--- config.mk ---
export PLATFORM = sky130hd
export DESIGN_NAME = gpm_pin_mux
export DESIGN_NICKNAME = d
export VERILOG_FILES = /design/src/core/gpm_pkg.sv /design/src/core/gpm_pin_mux.sv /design/src/core/gpm_line_cell.sv
export SDC_FILE = /design/constraint.sdc
export NUM_CORES = 1
export LEC_CHECK = 0
export BUFFER_PORTS_ARGS = -buffer_cell sky130_fd_sc_hd__buf_2
export CAP_MARGIN = 20
export CORE_MARGIN = 2
export CORE_UTILIZATION = 45
export CTS_CLUSTER_DIAMETER = 120
export DETAILED_ROUTE_END_ITERATION = 12
export PLACE_DENSITY = 0.85
export SLEW_MARGIN = 0
export SYNTH_ARGS = -nofsm -noshare
export SYNTH_HDL_FRONTEND = slang
export SYNTH_HIERARCHICAL = 1
export SYNTH_SLANG_ARGS = --single-unit
--- constraint.sdc ---
create_clock -name clock -period 6.5 [get_ports clock]
set_input_delay 1.3 -clock clock [delete_from_list [all_inputs] [get_ports clock]]
set_output_delay 1.3 -clock clock [all_outputs]
set_load 0.02 [all_outputs]
--- src/core/gpm_pkg.sv ---
// shared constants, types and carriers of the general i/o pin multiplexer
// assumes one 25 MHz clock and a synchronous active-low reset everywhere
package gpm_pkg;

  // line count and the vector that carries one bit per line
  localparam int NUM_LINES = 21;
  typedef logic [NUM_LINES-1:0] gpm_lines_t;

  // line positions of the alternate functions
  localparam int LN_SPI_SEL_1 = 0;
  localparam int LN_SPI_SEL_2 = 1;
  localparam int LN_SPI_SEL_3 = 2;
  localparam int LN_SPI_SEL_4 = 3;
  localparam int LN_UA_CTS = 4;
  localparam int LN_UA_RTS = 5;
  localparam int LN_UA_TX = 6;
  localparam int LN_UA_RX = 7;
  localparam int LN_TA_CLK = 8;
  localparam int LN_TA_CAP = 9;
  localparam int LN_TA_PWM = 10;
  localparam int LN_TB_CLK = 11;
  localparam int LN_TB_CAP = 12;
  localparam int LN_TB_PWM = 13;
  localparam int LN_TW_CLK = 14;
  localparam int LN_TW_DATA = 15;
  localparam int LN_SP_DIN = 16;
  localparam int LN_UB_CTS = 17;
  localparam int LN_UB_RTS = 18;
  localparam int LN_UB_TX = 19;
  localparam int LN_UB_RX = 20;

  // values after reset
  localparam logic OE_RESET = 1'b0;
  localparam logic OUT_RESET = 1'b0;
  localparam logic PULL_RESET = 1'b1;
  localparam logic IN_RESET = 1'b1;
  localparam logic FLAG_RESET = 1'b0;

  // power state of the pins
  typedef enum logic [1:0] {
    PWR_AWAKE = 2'b00,
    PWR_SLEEP = 2'b01
  } gpm_power_e;

  // peripheral enables, one per alternate role
  typedef struct packed {
    logic [3:0] spi_sel;
    logic radio_sw;
    logic uart_a_flow;
    logic uart_a;
    logic timer_a_clk;
    logic timer_a_cap;
    logic slow_clock;
    logic timer_a_pwm;
    logic timer_b_clk;
    logic timer_b_cap;
    logic antenna_div;
    logic timer_b_pwm;
    logic two_wire;
    logic slave_port;
    logic uart_b_flow;
    logic uart_b;
  } gpm_periph_en_s;

  // levels that peripherals send toward the pins
  typedef struct packed {
    logic spi_select_out_1;
    logic spi_select_out_2;
    logic spi_select_out_3;
    logic spi_select_out_4;
    logic radio_receive_switch_ctl;
    logic radio_transmit_switch_ctl;
    logic uart_a_request_to_send;
    logic uart_a_transmit;
    logic timer_a_pwm_out;
    logic antenna_diversity_out;
    logic timer_b_pwm_out;
    logic two_wire_clock_low;
    logic two_wire_data_low;
    logic slave_port_data_out;
    logic slave_port_interrupt_out;
    logic uart_b_request_to_send;
    logic uart_b_transmit;
  } gpm_periph_out_s;

  // levels that the pins deliver to peripherals
  typedef struct packed {
    logic uart_a_clear_to_send;
    logic uart_a_receive;
    logic timer_a_clock_gate_in;
    logic timer_a_capture_in;
    logic slow_clock_pin;
    logic timer_b_clock_gate_in;
    logic timer_b_capture_in;
    logic two_wire_clock;
    logic two_wire_data;
    logic slave_port_clock_in;
    logic slave_port_data_in;
    logic slave_port_select_in;
    logic uart_b_clear_to_send;
    logic uart_b_receive;
  } gpm_periph_in_s;

endpackage

--- src/core/gpm_pin_mux.sv ---
// general i/o pin multiplexer: alternate roles, pull-ups, sleep hold, reset pin
// assumes pads resolve level from oe/out/pull; all inputs synchronous to clock
`timescale 1ns/1ps
`default_nettype none
module gpm_pin_mux (
  // clock and reset
  input wire logic clock,
  input wire logic rst_n,
  // software settings per line
  input wire gpm_pkg::gpm_lines_t sw_dir_out,
  input wire gpm_pkg::gpm_lines_t sw_out_level,
  input wire gpm_pkg::gpm_lines_t sw_pull_en,
  input wire gpm_pkg::gpm_lines_t sw_irq_en,
  output gpm_pkg::gpm_lines_t gpio_in_level,
  // peripherals
  input wire gpm_pkg::gpm_periph_en_s periph_en,
  input wire gpm_pkg::gpm_periph_out_s periph_out,
  output gpm_pkg::gpm_periph_in_s periph_in,
  // power control
  input wire logic sleep_req,
  output logic sleep_active,
  output logic wake_event,
  // general i/o pads
  input wire gpm_pkg::gpm_lines_t pad_in,
  output gpm_pkg::gpm_lines_t pad_out,
  output gpm_pkg::gpm_lines_t pad_oe,
  output gpm_pkg::gpm_lines_t pad_pull_en,
  // reset pin and system reset
  input wire logic internal_reset_req,
  input wire logic reset_pin_low_in,
  output logic reset_pin_low_out,
  output logic reset_pin_low_oe,
  output logic reset_pin_pull_en,
  output logic ext_reset_req
);
  import gpm_pkg::*;

  gpm_power_e state_reg;
  gpm_power_e state_next;
  logic wake_reg;
  logic rpin_drive_reg;
  logic rpin_out_reg;
  logic rpin_pull_reg;
  logic ext_reset_reg;
  gpm_lines_t alt_sel;
  gpm_lines_t alt_oe;
  gpm_lines_t alt_out;
  gpm_lines_t line_oe;
  gpm_lines_t line_out;
  gpm_lines_t wake_hit;
  gpm_lines_t in_level;
  wire logic hold;
  wire logic any_wake;

  assign alt_sel[LN_SPI_SEL_1] = periph_en.spi_sel[0];
  assign alt_oe[LN_SPI_SEL_1] = 1'b1;
  assign alt_out[LN_SPI_SEL_1] = periph_out.spi_select_out_1;
  assign alt_sel[LN_SPI_SEL_2] = periph_en.spi_sel[1];
  assign alt_oe[LN_SPI_SEL_2] = 1'b1;
  assign alt_out[LN_SPI_SEL_2] = periph_out.spi_select_out_2;

  // spi select wins over the radio switch when both are on
  assign alt_sel[LN_SPI_SEL_3] = periph_en.spi_sel[2] | periph_en.radio_sw;
  assign alt_oe[LN_SPI_SEL_3] = 1'b1;
  assign alt_out[LN_SPI_SEL_3] = periph_en.spi_sel[2] ? periph_out.spi_select_out_3 :
                                 periph_out.radio_receive_switch_ctl;
  assign alt_sel[LN_SPI_SEL_4] = periph_en.spi_sel[3] | periph_en.radio_sw;
  assign alt_oe[LN_SPI_SEL_4] = 1'b1;
  assign alt_out[LN_SPI_SEL_4] = periph_en.spi_sel[3] ? periph_out.spi_select_out_4 :
                                 periph_out.radio_transmit_switch_ctl;

  // first uart, flow control lines apart from data lines
  assign alt_sel[LN_UA_CTS] = periph_en.uart_a_flow;
  assign alt_oe[LN_UA_CTS] = 1'b0;
  assign alt_out[LN_UA_CTS] = 1'b0;
  assign alt_sel[LN_UA_RTS] = periph_en.uart_a_flow;
  assign alt_oe[LN_UA_RTS] = 1'b1;
  assign alt_out[LN_UA_RTS] = periph_out.uart_a_request_to_send;
  assign alt_sel[LN_UA_TX] = periph_en.uart_a;
  assign alt_oe[LN_UA_TX] = 1'b1;
  assign alt_out[LN_UA_TX] = periph_out.uart_a_transmit;
  assign alt_sel[LN_UA_RX] = periph_en.uart_a;
  assign alt_oe[LN_UA_RX] = 1'b0;
  assign alt_out[LN_UA_RX] = 1'b0;

  // timer a; capture and slow clock are both inputs on one line
  assign alt_sel[LN_TA_CLK] = periph_en.timer_a_clk;
  assign alt_oe[LN_TA_CLK] = 1'b0;
  assign alt_out[LN_TA_CLK] = 1'b0;
  assign alt_sel[LN_TA_CAP] = periph_en.timer_a_cap | periph_en.slow_clock;
  assign alt_oe[LN_TA_CAP] = 1'b0;
  assign alt_out[LN_TA_CAP] = 1'b0;
  assign alt_sel[LN_TA_PWM] = periph_en.timer_a_pwm;
  assign alt_oe[LN_TA_PWM] = 1'b1;
  assign alt_out[LN_TA_PWM] = periph_out.timer_a_pwm_out;

  // timer b; antenna diversity output overrides the capture input
  assign alt_sel[LN_TB_CLK] = periph_en.timer_b_clk;
  assign alt_oe[LN_TB_CLK] = 1'b0;
  assign alt_out[LN_TB_CLK] = 1'b0;
  assign alt_sel[LN_TB_CAP] = periph_en.timer_b_cap | periph_en.antenna_div;
  assign alt_oe[LN_TB_CAP] = periph_en.antenna_div;
  assign alt_out[LN_TB_CAP] = periph_en.antenna_div & periph_out.antenna_diversity_out;
  assign alt_sel[LN_TB_PWM] = periph_en.timer_b_pwm;
  assign alt_oe[LN_TB_PWM] = 1'b1;
  assign alt_out[LN_TB_PWM] = periph_out.timer_b_pwm_out;

  // two-wire is open drain: only ever pulls low; it wins over the slave port
  assign alt_sel[LN_TW_CLK] = periph_en.two_wire | periph_en.slave_port;
  assign alt_oe[LN_TW_CLK] = periph_en.two_wire & periph_out.two_wire_clock_low;
  assign alt_out[LN_TW_CLK] = 1'b0;
  assign alt_sel[LN_TW_DATA] = periph_en.two_wire | periph_en.slave_port;
  assign alt_oe[LN_TW_DATA] = periph_en.two_wire ? periph_out.two_wire_data_low : 1'b1;
  assign alt_out[LN_TW_DATA] = ~periph_en.two_wire & periph_out.slave_port_data_out;
  assign alt_sel[LN_SP_DIN] = periph_en.slave_port;
  assign alt_oe[LN_SP_DIN] = 1'b0;
  assign alt_out[LN_SP_DIN] = 1'b0;

  // second uart; slave port interrupt takes line 18 over the rts
  assign alt_sel[LN_UB_CTS] = periph_en.uart_b_flow | periph_en.slave_port;
  assign alt_oe[LN_UB_CTS] = 1'b0;
  assign alt_out[LN_UB_CTS] = 1'b0;
  assign alt_sel[LN_UB_RTS] = periph_en.uart_b_flow | periph_en.slave_port;
  assign alt_oe[LN_UB_RTS] = 1'b1;
  assign alt_out[LN_UB_RTS] = periph_en.slave_port ? periph_out.slave_port_interrupt_out :
                              periph_out.uart_b_request_to_send;
  assign alt_sel[LN_UB_TX] = periph_en.uart_b;
  assign alt_oe[LN_UB_TX] = 1'b1;
  assign alt_out[LN_UB_TX] = periph_out.uart_b_transmit;
  assign alt_sel[LN_UB_RX] = periph_en.uart_b;
  assign alt_oe[LN_UB_RX] = 1'b0;
  assign alt_out[LN_UB_RX] = 1'b0;

  assign line_oe = (alt_sel & alt_oe) | (~alt_sel & sw_dir_out);
  assign line_out = (alt_sel & alt_out) | (~alt_sel & sw_out_level);

  // sleep freezes drive and pull of every cell from the first edge after entry
  assign hold = (state_reg == PWR_SLEEP);
  assign any_wake = |wake_hit;

  // cell reset gives hi-z input
  // one cell per line; software pull and interrupt pass straight in
  for (genvar i = 0; i < NUM_LINES; i++) begin : g_line
    gpm_line_cell u_cell (
      .clock(clock),
      .rst_n(rst_n),
      .hold(hold),
      .dir_out(line_oe[i]),
      .out_level(line_out[i]),
      .pull_en(sw_pull_en[i]),
      .irq_en(sw_irq_en[i]),
      .pad_in(pad_in[i]),
      .pad_oe(pad_oe[i]),
      .pad_out(pad_out[i]),
      .pad_pull(pad_pull_en[i]),
      .in_level(in_level[i]),
      .wake_hit(wake_hit[i])
    );
  end

  // input levels delivered to peripherals come from the cell flops
  // read levels per line
  assign gpio_in_level = in_level;
  assign periph_in.uart_a_clear_to_send = in_level[LN_UA_CTS];
  assign periph_in.uart_a_receive = in_level[LN_UA_RX];
  assign periph_in.timer_a_clock_gate_in = in_level[LN_TA_CLK];
  assign periph_in.timer_a_capture_in = in_level[LN_TA_CAP];
  assign periph_in.slow_clock_pin = in_level[LN_TA_CAP];
  assign periph_in.timer_b_clock_gate_in = in_level[LN_TB_CLK];
  assign periph_in.timer_b_capture_in = in_level[LN_TB_CAP];
  assign periph_in.two_wire_clock = in_level[LN_TW_CLK];
  assign periph_in.two_wire_data = in_level[LN_TW_DATA];
  assign periph_in.slave_port_clock_in = in_level[LN_TW_CLK];
  assign periph_in.slave_port_data_in = in_level[LN_SP_DIN];
  assign periph_in.slave_port_select_in = in_level[LN_UB_CTS];
  assign periph_in.uart_b_clear_to_send = in_level[LN_UB_CTS];
  assign periph_in.uart_b_receive = in_level[LN_UB_RX];

  // power state: wake or a dropped request ends the hold
  always_comb begin
    state_next = state_reg;
    case (state_reg)
      PWR_AWAKE: begin
        if (sleep_req) begin
          state_next = PWR_SLEEP;
        end
      end
      PWR_SLEEP: begin
        if (any_wake || !sleep_req) begin
          state_next = PWR_AWAKE;
        end
      end
      default: begin
        state_next = PWR_AWAKE;
      end
    endcase
  end

  // state and wake pulse
  always_ff @(posedge clock) begin
    if (!rst_n) begin
      state_reg <= PWR_AWAKE;
      wake_reg <= FLAG_RESET;
    end else begin
      state_reg <= state_next;
      wake_reg <= any_wake;
    end
  end

  // reset pin: drive low only, the pull-up stays on so the wire idles high
  always_ff @(posedge clock) begin
    if (!rst_n) begin
      rpin_drive_reg <= FLAG_RESET;
      rpin_out_reg <= OUT_RESET;
      rpin_pull_reg <= PULL_RESET;
      ext_reset_reg <= FLAG_RESET;
    end else begin
      rpin_drive_reg <= internal_reset_req;
      rpin_out_reg <= OUT_RESET;
      rpin_pull_reg <= PULL_RESET;
      // outside pull-down seen only while not driving ourselves
      ext_reset_reg <= ~reset_pin_low_in & ~rpin_drive_reg;
    end
  end

  assign sleep_active = state_reg[0];
  assign wake_event = wake_reg;
  assign reset_pin_low_oe = rpin_drive_reg;
  assign reset_pin_low_out = rpin_out_reg;
  assign reset_pin_pull_en = rpin_pull_reg;
  assign ext_reset_req = ext_reset_reg;
endmodule
`default_nettype wire

--- src/core/gpm_line_cell.sv ---
// one general i/o line: registered drive, pull-up, sampled input, sleep hold
// assumes pad_in is synchronous to clock and hold comes from a flop
`timescale 1ns/1ps
`default_nettype none
module gpm_line_cell (
  // clock and reset
  input wire logic clock,
  input wire logic rst_n,
  // selected drive for this line
  input wire logic hold,
  input wire logic dir_out,
  input wire logic out_level,
  input wire logic pull_en,
  input wire logic irq_en,
  // pad side
  input wire logic pad_in,
  output logic pad_oe,
  output logic pad_out,
  output logic pad_pull,
  output logic in_level,
  output logic wake_hit
);
  import gpm_pkg::*;

  logic oe_reg;
  logic out_reg;
  logic pull_reg;
  logic in_reg;

  // reset leaves a high-impedance input with pull-up on
  // while held, drive and pull keep the state from sleep entry
  always_ff @(posedge clock) begin
    if (!rst_n) begin
      oe_reg <= OE_RESET;
      out_reg <= OUT_RESET;
      pull_reg <= PULL_RESET;
      in_reg <= IN_RESET;
    end else begin
      in_reg <= pad_in;
      if (!hold) begin
        oe_reg <= dir_out;
        out_reg <= out_level;
        pull_reg <= pull_en;
      end
    end
  end

  // an input line with interrupt enabled flags any level change in sleep
  assign wake_hit = hold & irq_en & ~oe_reg & (pad_in ^ in_reg);

  assign pad_oe = oe_reg;
  assign pad_out = out_reg;
  assign pad_pull = pull_reg;
  assign in_level = in_reg;
endmodule
`default_nettype wire

# Word level (Yosys, flattened, before mapping)
# Cells that the tools add are included.
[word_totals] regBits=89 output_inout_bits=104 word_cells=228
[classes] eq_ne=3 n_mux=7 n_bitwise=125 n_reduce_logical=5
[ops] cell="$and 1x1->1" count=67
[ops] cell="$and 21x20->21" count=2
[ops] cell="$and 21x21->21" count=2
[ops] cell="$or 21x21->21" count=2
[ops] cell="$not 1->1" count=24
[ops] cell="$not 21->21" count=1
[ops] cell="$reduce_or 21->1" count=1
[ops] cell="$xor 1x1->1" count=21
[ops] cell="$or 1x1->1" count=6
[ops] cell="$mux 1" count=4
[ops] cell="$mux 2" count=2
[ops] cell="$ne 2x2->1 const B" count=2
[ops] cell="$pmux 2 s2" count=1
[ops] cell="$eq 2x1->1 const B" count=1
[ops] cell="$logic_not 2->1" count=1
[ops] cell="$reduce_and 2->1" count=1
[ops] cell="$logic_not 1->1" count=1
[ops] cell="$logic_or 1x1->1" count=1

# Longest topological paths before layout
[logic_depth] ltp_word=8 depth_mapped=5 mapped_depth_nobuf=5

# By module
# The synthesis kept the hierarchy.
[by_module_without_submodules] module="gpm_line_cell" n_inst=21 cells_each=14 area_each_um2=150.1 seq_area_each_um2=80.1
[by_module_without_submodules] module="gpm_pin_mux" n_inst=1 cells_each=92 area_each_um2=690.7 seq_area_each_um2=80.1

# Least setup slack after synthesis
# Ideal clock, no wire load.
[synth_timing] path_type="reg2out" start="register state_reg[0]" end="output sleep_active" arrival_ps=2704 t_required_ps=5200 path_slack_ps=2496 path_stages_with_launch=1 n_path_buf=0 cell_sequence="dfxtp_1"
[synth_rtl] element="from (decl)" line="gpm_pin_mux.sv:38" rtl="gpm_power_e state_reg;"
[synth_rtl] element="from (signal assigned)" line="gpm_pin_mux.sv:205" rtl="state_reg <= state_next;"
[synth_rtl] element="to (decl)" line="gpm_pin_mux.sv:21" rtl="output logic sleep_active,"
# No word-level cell between the ends.

# Worst setup path in the final report
[layout_timing] start="register state_reg[0]" end="output sleep_active"
# No word-level cell between the ends.

==> results.md <==
* Status: complete, no violations
* Crit-path max cell delay at 0.79 ns
* Pre-CTS setup slack at 3.91 ns
* Fin. max-slew vios at 0
* IR drop worst, VDD at 0.000175 V
* Part of the power in registers at a little under half
* Largest net degree at the start of global routing at 90
* Post-DP HPWL at 7.88 mm
* Worst slew margin at 48.1%
* Final WL at 10.2 mm
* Initial Utilization at between 40% and 50%
* Clock share of power at 27.3%
* Vias at 3623
* Total congestion overflow at 0
* WP data required at 5.20 ns
* Worst hold margin at 0.447 ns
* Global-route wire length before repair at 14.5 mm
* Number of H-tree levels at 3
* Area Overhead vs Synth at 37.7%
* Multi-input gate area at 1950 sq um
* CP arrival at 1.43 ns
* Horiz. Die Dim at about 96 um
* Synth Net Count at 532
* Clock Latency Late Sink at 0.35 ns
* Slew @ Worst Pin at 0.779 ns
* HP Start: reset_pin_low_oe$_SDFF_PN0_
* Syn avg cell area at between 9 and 10 sq um
* Mapped Cells at 386
* CTS root buf: clkbuf_8
* P_sw at about 0.42 mW
* Residual DRC at 0
* Ratio of cells with drive above 1 in the final layout at 44.0%
* Fin util at 64.1%
* WL per Instance at 13.7 um
* Yosys cell types at 26
* Setup repair bufs after CTS at 0
* Internal Power at 0.900 mW
* CTS tree: yes
* Hold Vio Cnt, Final at 0
* FF/Latch Area at about 1800 sq um
* Number of CTS-inserted buffers at 9
* Startpoint of the worst register-to-register path: state_reg[0]$_SDFFE_PN0P_
* Post-CTS sizing at 0
* Switching Fraction at 31.8%
* Clock sinks at 88
* Yosys warning count at 6
* Final setup TNS at 0 ns
* Max FO, Critical Path at 44
* Post-Syn Area at 3840 sq um
* Tcrit/Tclk final at 42.0%
* Pwr dens at 249 nW/um^2
* Clock slew at reported path FFs at approximately 0.1 ns
* Post-synthesis register bit count at 88
* Worst path top cell family by delay: flip-flops
* GP Congestion at 0.818
* IO Port Bufs at 247
* Pre-antenna DRT Iters at 4
* Critical path cell sequence: buf_2
* Crit Path Class: reg -> out
* Logic gate share of total power at roughly a quarter
* Max-cap violations at 0
* Lkg Pwr at 2.50 nW
* Initial antenna violation count at 0
* RSZ-0062 raised after global routing: no
* DIE HEIGHT at 96.4 um
* Fill cell count at 713
* Placed insts at 723
* GRT Util Overall at 20.1%
* Setup crit start: state_reg[0]$_SDFFE_PN0P_
* Post-route insts no fill at around 740
* Minimum clock period at 2.73 ns
* Clock Tree Buf Depth at 2
* Vias in the first global route at 3370
* DIE AREA at 9300 sq um
* # rows at 33
* Worst path slowest cell: dfxtp_4
* Achievable Freq at around 0.37 GHz
* Sequential share of the synthesized area at 45.8%
* Startpoint Class: register
* Iter 0 DRT Violations at 58
* CP endpoint kind: output port
* Diodes inserted at 0
* Boundary Pins at 250
* Via/cell ratio at 4.90
* Setup violators final at 0
* Final Skew at 0.0150 ns
* Hold-fix buffers at CTS at 0
* Worst min-delay path category: reg -> reg
* Bufs and invs on worst path at 1
* Final setup margin at between 3 and 4 ns
* Final ANT Viol Nets at 0
* Core footprint at 8260 sq um
* NumNets Final at 775
==> final cells by class <==
type,count,share of cell area [%]
multi-input combinational,280,36.9
clock buffer,11,2.86
clock inverter,5,0.709
timing repair buffer,249,23.6
tap,105,2.48
sequential,88,33.3
inverter,1,0.0709
==> final timing paths <==
check	to	slack, ns	cells past startpoint
worst max-delay path	sleep_active	3.77	1
worst min-delay path	ext_reset_req$_SDFF_PN0_	0.45	1
worst max register to register	state_reg[0]$_SDFFE_PN0P_	4.20	6
worst min register to register	ext_reset_req$_SDFF_PN0_	0.45	1
==> metal layers <==
metal,part of all wire (%),wire length (um),track usage (%),vias up
met4,1.9,194,8.10,0
met5,0,0,0,-
met3,8.0,814,5.43,17
li1,-,-,-,1767
met1,37,3770,20.6,1675
met2,53,5380,38.3,164
==> synthesized netlist by cell type <==
library cell	instances	area [sq um]
a21o_1	1	7.51
a22o_1	2	17.5
and2_1	2	12.5
buf_2	1	5.00
buf_4	16	120
conb_1	2	7.51
dfxtp_1	88	1760
inv_1	1	3.75
mux2_2	7	78.8
mux2i_1	67	671
nand2_1	50	188
nand2b_1	21	131
nand4_1	1	6.26
nor2_1	5	18.8
nor2b_1	54	338
nor3_1	22	110
nor3b_1	5	37.5
nor4_1	2	12.5
nor4_2	2	25.0
o21ai_0	4	20.0
o31a_1	1	8.76
o32ai_2	1	16.3
or2_1	4	25.0
or2_2	3	18.8
or3_1	3	18.8
xnor2_1	21	184
==> worst reg2reg max path, delay by kind of cell (launching register included) <==
| family | cells | cell delay (ns) |
|---|---|---|
| and+or+nand+nor | 4 | 0.64 |
| DFF | 1 | 0.79 |
| buffers and inverters | 1 | 0.66 |
| AOI/OAI and AO/OA | 1 | 0.09 |
==> through the flow <==
step                total power, mW  area [sq um]
floorplan                     0.861          3840
global placement              0.964          5100
detailed placement            0.975          5100
CTS                            1.34          5290
global route                   1.39          5290
finish                         1.32          5290
==> cells by family after synthesis <==
family / after synthesis / synth area share, %
xor gates and xnor gates: 21 / 4.79
DFF: 88 / 45.8
and+or+nand+nor: 174 / 24.5
AOI/OAI and AO/OA: 9 / 1.82
muxes: 74 / 19.5
buffers and inverters: 18 / 3.35
other: 2 / 0.195
==> power groups by stage <==
stage	logic, mW	registers [mW]	clock network, mW
2_1_floorplan	0.152	0.709	0
3_3_place_gp	0.320	0.644	0
3_5_place_dp	0.328	0.647	0
4_1_cts	0.329	0.635	0.373
5_1_grt	0.354	0.642	0.394
6_report	0.325	0.634	0.361
==> cells in the final DEF, fill, tap and decap left out, types with 4 or more instances in the layout <==
cell type,instances
xnor2_1,21
nand2b_1,21
nor3_1,22
mux2i_1,67
nor2_1,5
dfxtp_1,87
mux2_2,7
buf_2,247
clkbuf_8,11
o21ai_0,4
nand2_1,50
nor2b_1,54
or2_1,4
nor3b_1,5
(Power assumes the default switching activity.)
